File: src/rtl/frd_pkg.sv
// frd_pkg: shared constants and carrier types for the ratio detector block
// assumes a 100 MHz system clock; all timing derived from it
package frd_pkg;
  localparam int CLK_HZ = 100_000_000;
  // close-transition window, in microseconds
  localparam int CLOSE_WIN_US = 2000;
  localparam int CLOSE_WIN_CYC = CLOSE_WIN_US * (CLK_HZ / 1_000_000);
  // sample period, in microseconds
  localparam int PERIOD_US = 128000;
  localparam int PERIOD_CYC = PERIOD_US * (CLK_HZ / 1_000_000);
  localparam int HIST_LEN = 8;
  localparam logic [3:0] CNT_PRESET = 4'h6;
  localparam logic [7:0] HIST_RESET = 8'h00;
  localparam int INTEG_W = 16;
  localparam logic [INTEG_W-1:0] INTEG_RESET = 16'h0000;
  localparam int WIN_W = 24;
  localparam int PER_W = 24;

  // inputs sampled from the analog front end
  typedef struct packed {
    logic lowEnergy;
    logic markDecisionN;
  } frd_front_t;

  // routing controls
  typedef struct packed {
    logic reverseSense;
    logic markHoldReq;
  } frd_route_t;
endpackage : frd_pkg

File: src/rtl/frd_close_timer.sv
// frd_close_timer: flags a data transition that follows the previous one
// within the close window; assumes a synchronised data level input
`timescale 1ns/10ps
module frd_close_timer
  import frd_pkg::*;
#(
  parameter int WIN_CYC = CLOSE_WIN_CYC
) (
  input wire logic clock,
  input wire logic sys_rst,
  input wire logic clkEn,
  input wire logic dataLvl,
  output logic transPulse,
  output logic closePulse
);
  typedef struct packed {
    logic prev;
    logic armed;
    logic [WIN_W-1:0] cnt;
    logic trans;
    logic close;
  } frd_ct_state_t;

  frd_ct_state_t st_r;
  frd_ct_state_t st_nxt;

  // window timer restarts on every transition
  always_comb begin
    st_nxt = st_r;
    st_nxt.prev = dataLvl;
    st_nxt.trans = 1'b0;
    st_nxt.close = 1'b0;
    if (st_r.armed) begin
      if (st_r.cnt == WIN_W'(WIN_CYC - 1)) begin
        st_nxt.armed = 1'b0; // gap exceeded: no pulse
      end else begin
        st_nxt.cnt = st_r.cnt + 1'b1;
      end
    end
    if (dataLvl != st_r.prev) begin
      st_nxt.trans = 1'b1;
      st_nxt.close = st_r.armed;
      st_nxt.armed = 1'b1;
      st_nxt.cnt = '0;
    end
  end

  always_ff @(posedge clock) begin
    if (sys_rst) begin
      st_r <= '0;
    end else if (clkEn) begin
      st_r <= st_nxt;
    end
  end

  assign transPulse = st_r.trans;
  assign closePulse = st_r.close;
endmodule : frd_close_timer

File: src/rtl/frd_threshold.sv
// frd_threshold: digital integrator standing in for the analog averaging
// assumes rawPresent comes from the same clock domain
`timescale 1ns/10ps
module frd_threshold
  import frd_pkg::*;
(
  input wire logic clock,
  input wire logic sys_rst,
  input wire logic clkEn,
  input wire logic rawPresent,
  input wire logic [INTEG_W-1:0] thresh,
  output logic detect
);
  typedef struct packed {
    logic [INTEG_W-1:0] acc;
    logic det;
  } frd_th_state_t;

  frd_th_state_t st_r;
  frd_th_state_t st_nxt;

  // saturating up/down integrator, compared to threshold
  always_comb begin
    st_nxt = st_r;
    if (rawPresent && st_r.acc != '1) begin
      st_nxt.acc = st_r.acc + 1'b1;
    end else if (!rawPresent && st_r.acc != '0) begin
      st_nxt.acc = st_r.acc - 1'b1;
    end
    st_nxt.det = (st_r.acc >= thresh);
  end

  always_ff @(posedge clock) begin
    if (sys_rst) begin
      st_r <= '{acc: INTEG_RESET, det: 1'b0};
    end else if (clkEn) begin
      st_r <= st_nxt;
    end
  end

  assign detect = st_r.det;
endmodule : frd_threshold

File: src/rtl/frd_ratio_detector.sv
// frd_ratio_detector: ratio detector, validity decision and data routing
// assumes asynchronous front-end levels; all synchronised here
//
// What this block does
// count periods with close transitions over the last eight 128 ms periods
// low energy clears history, presets counter, forces presence low
// counter preset is binary 0110, six
// counter holds preset until energy is sufficient, then tracking runs
// close pulse marks period; period edge shifts in one if marked
// same period edge re-arms the period flag
// counter runs only when entering and leaving history bits differ
// count up when entering bit is one, down when zero
// counter steps one period edge after the corresponding shift
// counter msb high at eight or more forces presence low
// raw presence is NOR of low energy and counter msb
// averaged validity leaves as active-high signal detect
// normal mode: inverted decision XOR low line, NOR gives mark low
// reverse sense drives the line high, inverting data only
// data controls output only while mark-hold input to NOR is low
// high XOR output holds mark-hold flop reset, its output low
// close pulse when transition follows previous within 2 ms
// averaging modelled as digital integrator with programmable threshold
`timescale 1ns/10ps
module frd_ratio_detector
  import frd_pkg::*;
#(
  parameter int PER_CYC = PERIOD_CYC,
  parameter int WIN_CYC = CLOSE_WIN_CYC
) (
  input wire logic clock,
  input wire logic sys_rst,
  input wire logic clkEn,
  input wire frd_front_t frontIn,
  input wire frd_route_t routeIn,
  input wire logic [INTEG_W-1:0] detectThresh,
  output logic rawPresent,
  output logic [3:0] ratioCount,
  output logic closeSeen,
  output logic signal_detect_out,
  output logic received_data_n
);
  typedef struct packed {
    frd_front_t sync1;
    frd_front_t sync2;
    frd_route_t rsync1;
    frd_route_t rsync2;
    logic [PER_W-1:0] perCnt;
    logic periodFlag;
    logic [HIST_LEN-1:0] hist;
    logic stepPend;
    logic stepUp;
    logic [3:0] cnt;
    logic holdSet;
    logic present;
    logic dataOut;
  } frd_state_t;

  frd_state_t st_r;
  frd_state_t st_nxt;
  logic closePulse;
  logic periodTick;
  logic markHigh;
  logic xorOut;
  logic normalLine;
  logic holdLine;

  // period tick: the 7.8125 Hz clock edge
  assign periodTick = (st_r.perCnt == PER_W'(PER_CYC - 1));

  // mark/space decision: low input is mark, inverter makes it high
  assign markHigh = ~st_r.sync2.markDecisionN;
  assign normalLine = st_r.rsync2.reverseSense;
  assign xorOut = markHigh ^ normalLine;
  // reset dominates the mark-hold flop
  assign holdLine = st_r.holdSet & ~xorOut;

  frd_close_timer #(
    .WIN_CYC(WIN_CYC)
  ) u_close (
    .clock(clock),
    .sys_rst(sys_rst),
    .clkEn(clkEn),
    .dataLvl(markHigh),
    .transPulse(),
    .closePulse(closePulse)
  );

  // next-state logic for the whole block
  always_comb begin
    st_nxt = st_r;
    st_nxt.sync1 = frontIn;
    st_nxt.sync2 = st_r.sync1;
    st_nxt.rsync1 = routeIn;
    st_nxt.rsync2 = st_r.rsync1;
    st_nxt.perCnt = periodTick ? '0 : st_r.perCnt + 1'b1;
    if (closePulse) begin
      st_nxt.periodFlag = 1'b1;
    end
    if (periodTick) begin
      st_nxt.hist = {st_r.hist[HIST_LEN-2:0], st_r.periodFlag};
      st_nxt.periodFlag = closePulse; // pulse on the edge itself not lost
      // decision latched now, applied on the next edge
      st_nxt.stepPend = st_r.periodFlag ^ st_r.hist[HIST_LEN-1];
      st_nxt.stepUp = st_r.periodFlag;
      if (st_r.stepPend) begin
        st_nxt.cnt = st_r.stepUp ? st_r.cnt + 1'b1 : st_r.cnt - 1'b1;
      end
    end
    if (st_r.sync2.lowEnergy) begin
      st_nxt.hist = HIST_RESET;
      st_nxt.cnt = CNT_PRESET;
      st_nxt.stepPend = 1'b0;
      st_nxt.periodFlag = 1'b0;
    end
    // presence: NOR of low energy and counter msb
    st_nxt.present = ~(st_r.sync2.lowEnergy | st_r.cnt[3]);
    // mark-hold flop: set by request or invalid signal, reset by high XOR output
    if (xorOut) begin
      st_nxt.holdSet = 1'b0;
    end else if (st_r.rsync2.markHoldReq || !signal_detect_out) begin
      st_nxt.holdSet = 1'b1;
    end
    st_nxt.dataOut = ~(xorOut | holdLine);
  end

  always_ff @(posedge clock) begin
    if (sys_rst) begin
      st_r <= '{sync1: '{lowEnergy: 1'b1, markDecisionN: 1'b0},
                sync2: '{lowEnergy: 1'b1, markDecisionN: 1'b0},
                rsync1: '0, rsync2: '0, perCnt: '0, periodFlag: 1'b0,
                hist: HIST_RESET, stepPend: 1'b0, stepUp: 1'b0,
                cnt: CNT_PRESET, holdSet: 1'b0, present: 1'b0,
                dataOut: 1'b0};
    end else if (clkEn) begin
      st_r <= st_nxt;
    end
  end

  frd_threshold u_thresh (
    .clock(clock),
    .sys_rst(sys_rst),
    .clkEn(clkEn),
    .rawPresent(st_r.present),
    .thresh(detectThresh),
    .detect(signal_detect_out)
  );

  assign rawPresent = st_r.present;
  assign ratioCount = st_r.cnt;
  assign closeSeen = st_r.periodFlag;
  assign received_data_n = st_r.dataOut;
endmodule : frd_ratio_detector

File: config.mk
export PLATFORM = sky130hd
export DESIGN_NAME = frd_ratio_detector
export DESIGN_NICKNAME = d
export VERILOG_FILES = /design/src/rtl/frd_pkg.sv /design/src/rtl/frd_close_timer.sv /design/src/rtl/frd_threshold.sv /design/src/rtl/frd_ratio_detector.sv
export SDC_FILE = /design/constraint.sdc
export NUM_CORES = 1
export LEC_CHECK = 0
export BUFFER_PORTS_ARGS = -buffer_cell sky130_fd_sc_hd__buf_4
export CAP_MARGIN = 5
export CORE_MARGIN = 5
export CORE_UTILIZATION = 65
export DETAILED_ROUTE_END_ITERATION = 6
export GPL_TIMING_DRIVEN = 0
export HOLD_SLACK_MARGIN = 0.12
export PLACE_DENSITY = 0.9
export SYNTH_ARGS = -nofsm -noshare
export SYNTH_HDL_FRONTEND = slang
export SYNTH_SLANG_ARGS = --single-unit
File: constraint.sdc
create_clock -name clock -period 8.87 [get_ports clock]
set_input_delay 1.3305 -clock clock [delete_from_list [all_inputs] [get_ports clock]]
set_output_delay 1.3305 -clock clock [all_outputs]
set_load 0.05 [all_outputs]
==> results.rst <==
.. list-table::
   :header-rows: 1

   * - Metric
     - Value
   * - Area of combinational cells with multiple inputs
     - 3350 um^2
   * - Final hold violation count
     - 0
   * - Most common cell after layout, fill and taps aside
     - sky130_fd_sc_hd__dfxtp_1
   * - Cell count of the worst reg-to-reg path
     - 10
   * - Highest-delay cell along the critical path
     - sky130_fd_sc_hd__clkinv_1
   * - CP Launch Type
     - flop
   * - Port buffer count
     - 29
   * - GRT Total Usage
     - 26.7%
   * - Wire length of the first global-routing pass
     - 22.6 mm
   * - Count of nets left with antenna violations after detail routing
     - 0
   * - CTS tree
     - yes
   * - Ports
     - 31
   * - Classification of the worst-slack hold path
     - reg -> reg
   * - Leakage dissipation
     - 2.47 nW
   * - Final critical-path required period
     - 3670 ps
   * - Post-route design area
     - 6090 um^2
   * - Total overflow reported by the global router
     - 0
   * - Clock transition at the register clock pins on the worst setup and hold paths after CTS
     - 90 ps
   * - Maximum frequency from static timing analysis
     - 0.272 GHz
   * - Total number of vias
     - 5047
   * - Post-synthesis sequential area ratio
     - 34.2%
   * - Share of async-settable or async-resettable flops after synthesis
     - 0%
   * - Worst min-delay path endpoint
     - st_r[47]
   * - Met2 demand-to-capacity share in global routing
     - 44.9%
   * - Gp weighted congestion
     - 0.958
   * - Post-synthesis average cell area
     - 8.33 um^2
   * - Growth of design area from synthesis to finish
     - 10.7%
   * - Global routing usage on met1
     - 34.6%
   * - Type of element capturing the critical path
     - flop
   * - Clock tree root buffer cell
     - sky130_fd_sc_hd__clkbuf_8
   * - Number of warnings printed during yosys synthesis
     - 0
   * - Residual DRC
     - 0
   * - Gate count after technology mapping
     - 661
   * - Start point of the worst hold path
     - st_nxt[47]
   * - Reg area
     - 1880 um^2
   * - Number of buffers inserted to repair setup after CTS
     - 0
   * - Max-Slew Margin vs Limit
     - 50.6%
   * - Synthesis-stage register bit count
     - 94
   * - Setup TNS
     - 0 ps
   * - Clock buffers created by TritonCTS
     - 9
   * - Kind of cell with the highest combined delay on the critical path
     - simple AND/OR/NAND/NOR gates
   * - Die height
     - 102 um
   * - Most frequently used flop master after synthesis
     - sky130_fd_sc_hd__dfxtp_1
   * - Peak ir drop on the vdd network
     - 0.239 mV
   * - Data arrival time of the worst path
     - 3970 ps
   * - Run status
     - complete, no violations
   * - Number of antenna diodes
     - 0
   * - Initial antenna violation count
     - 0
   * - Number of global-route vias before repair
     - 4875
   * - CP peak stage delay
     - 570 ps
   * - Clock Latency Late Sink
     - 370 ps
   * - Distinct cells, synth
     - 65
   * - Sinks on Clock Net
     - 94
   * - DRT Wirelength
     - 13.3 mm
   * - Largest fanout on the critical path
     - 19
   * - Area fraction of the dominant cell type after synthesis
     - 34.2%
   * - Post-DR vias/cell
     - 6.23
   * - Setup repair after global routing missed its margin
     - false
   * - Crit-path most repeated cell
     - sky130_fd_sc_hd__nand4_1
   * - Final cycle utilization of the critical path
     - 41.4%
   * - Detail-routed net length per standard cell
     - 16.4 um
   * - Row count
     - 33
   * - Placed cell areas
     - 5850 um^2
   * - Pin count of the biggest net entering global routing
     - 20
   * - Max-capacitance violation count
     - 0
   * - Layout Skew
     - 19.6 ps
   * - Filler Cells Inserted
     - 605
   * - Power density of the placed cells
     - 220 nW/um^2
   * - Count of flip-flops with a built-in enable after synthesis
     - 0
   * - Data required time of the critical path
     - 9160 ps
   * - Cell types with the largest area share after synthesis
     - sky130_fd_sc_hd__dfxtp_1 (34%), sky130_fd_sc_hd__ha_1 (8.0%), sky130_fd_sc_hd__nor2_1 (5.7%)
   * - Most frequent cells in the layout
     - sky130_fd_sc_hd__dfxtp_1 (94), sky130_fd_sc_hd__nor2_1 (84), sky130_fd_sc_hd__nand2_1 (42)
   * - Reg2reg start
     - u_thresh.st_r[14]
   * - Number of stages on the worst hold path
     - 1
   * - Actual transition at the worst max-transition pin
     - 737 ps
   * - Reg-to-reg slack, setup
     - 5200 ps
   * - Busiest layer in global routing
     - met2
   * - Count of endpoints failing setup in the final report
     - 0
   * - Cell Chain, Critical Path
     - nand4_1 > o41a_1 > clkinv_1 > ha_1 > a211oi_1 > o21ai_1 > nand4_1 > nand2_1 > or4_1 > nand4_1
   * - Netlist Area Pre-Place
     - 5500 um^2
   * - Type of the worst setup path
     - reg -> reg
   * - Die width
     - 102 um
   * - Initial Util
     - 67.0%
   * - Pins over their slew limit
     - 0
   * - Critical path buffer and inverter count
     - 1
   * - Worst r2r dst
     - u_thresh.st_r[16]
   * - Core area
     - 8220 um^2
   * - # hold bufs at CTS
     - 0
   * - Largest area contributor in the netlist
     - sky130_fd_sc_hd__dfxtp_1
   * - Final net count
     - 761
   * - Global Route met3 Usage
     - 5.05%
   * - Die footprint
     - 10400 um^2
   * - Nets in the synthesized netlist
     - 721
   * - Violation count after the first detailed-routing iteration
     - 431
   * - H-tree level count
     - 3
   * - Longest Clk Path Bufs
     - 2
   * - Quantity of gates resized following cts
     - 0
   * - Final HPWL DP
     - 9.69 mm
   * - Total iterations of the first detailed-routing run
     - 6
   * - Fraction of final layout cells sized beyond drive strength 1
     - 10.4%
[synth_stat cells (7+ instances only)]
library cell and instances:
sky130_fd_sc_hd__nand2_1 42, sky130_fd_sc_hd__xor2_1 13, sky130_fd_sc_hd__buf_2 11, sky130_fd_sc_hd__ha_1 35
sky130_fd_sc_hd__o21ai_1 13, sky130_fd_sc_hd__inv_1 29, sky130_fd_sc_hd__a21oi_1 37, sky130_fd_sc_hd__nand4_1 19
sky130_fd_sc_hd__a21o_1 18, sky130_fd_sc_hd__nor3_1 18, sky130_fd_sc_hd__o21ai_0 7, sky130_fd_sc_hd__a211oi_1 14
sky130_fd_sc_hd__nand2b_1 10, sky130_fd_sc_hd__nor4_1 11, sky130_fd_sc_hd__mux2i_1 17, sky130_fd_sc_hd__dfxtp_1 94
sky130_fd_sc_hd__and3_1 9, sky130_fd_sc_hd__nand3_1 29, sky130_fd_sc_hd__nor2_1 84, sky130_fd_sc_hd__clkbuf_1 21
sky130_fd_sc_hd__a22oi_1 9, sky130_fd_sc_hd__xnor2_1 36
[through the flow]
| stage | setup slack (ps) | power [mW] | utilization, % | instances | hold WS, ps |
|---|---|---|---|---|---|
| after floorplan | 5630 | 0.878 | - | 661 | 431 |
| after global placement | 5380 | 0.969 | 71.2 | 795 | 437 |
| after detailed placement | 5310 | 0.992 | 71.2 | 795 | 473 |
| after CTS | 5280 | 1.33 | 74.2 | 810 | 492 |
| after global routing | 4930 | 1.42 | 74.2 | 810 | 532 |
| final | 5200 | 1.34 | 74.2 | 810 | 494 |
[where the power goes]
group	switching, mW	internal, mW
logic	0.289	0.215
registers	0.0430	0.452
clock network	0.154	0.189
total	0.487	0.856
[layout make-up]
class	instances	share of cell area, %
multi-input cells	501	54.9
flip-flops and latches	94	30.9
repair buffers	29	3.57
plain buffers	36	2.69
well taps	105	2.16
clock buffers	9	2.03
clock inverters	6	1.91
inverters	30	1.85
[logic make-up (layout without fill, tap and decap cells)]
kind of cell / count (synthesis) / after routing / share of synthesized area, %
AO/OA/AOI/OAI: 133 / 133 / 16.4
XOR/XNOR: 49 / 49 / 7.80
adder cells (fa/ha/maj): 37 / 37 / 8.68
buffers and inverters: 66 / 110 / 5.02
flip-flops: 94 / 94 / 34.2
multiplexers: 18 / 18 / 3.30
AND/OR/NAND/NOR: 264 / 264 / 24.6
[worst max path at each step]
stage                                 start           endpoint  cells after the start
after floorplan                  rawPresent  u_thresh.st_r[15]                      9
after global placement    u_thresh.st_r[16]  u_thresh.st_r[16]                     10
after detailed placement  u_thresh.st_r[13]  u_thresh.st_r[16]                     10
after CTS                 u_thresh.st_r[14]  u_thresh.st_r[16]                     10
after global routing      u_thresh.st_r[13]  u_thresh.st_r[15]                     10
final                     u_thresh.st_r[14]  u_thresh.st_r[16]                     10
[layer usage]
metal | vias up | part of all wire, %
li1 | 2446 | -
met1 | 2381 | 42
met2 | 185 | 49
met3 | 35 | 6.7
met4 | 0 | 2.4
met5 | - | 0
[worst reg2reg max path: cells and delay by family (launching register included)]
| kind | cells | cell delay (ps) |
|---|---|---|
| buf+inv | 1 | 570 |
| compound gates | 3 | 1000 |
| flops | 1 | 390 |
| simple gates | 5 | 1100 |
| fa+ha+maj | 1 | 540 |
[registers in the layout, indices dropped and copies added (netlist names)]
register and flops:
closeSeen 1, normalLine 1, ratioCount 4, rawPresent 1, received_data_n 1, st_nxt 4
st_r 38, u_close.closePulse 1, u_close.st_r 26, u_thresh.detect 1, u_thresh.st_r 16
No activity file was read; power rests on OpenSTA's default activity.
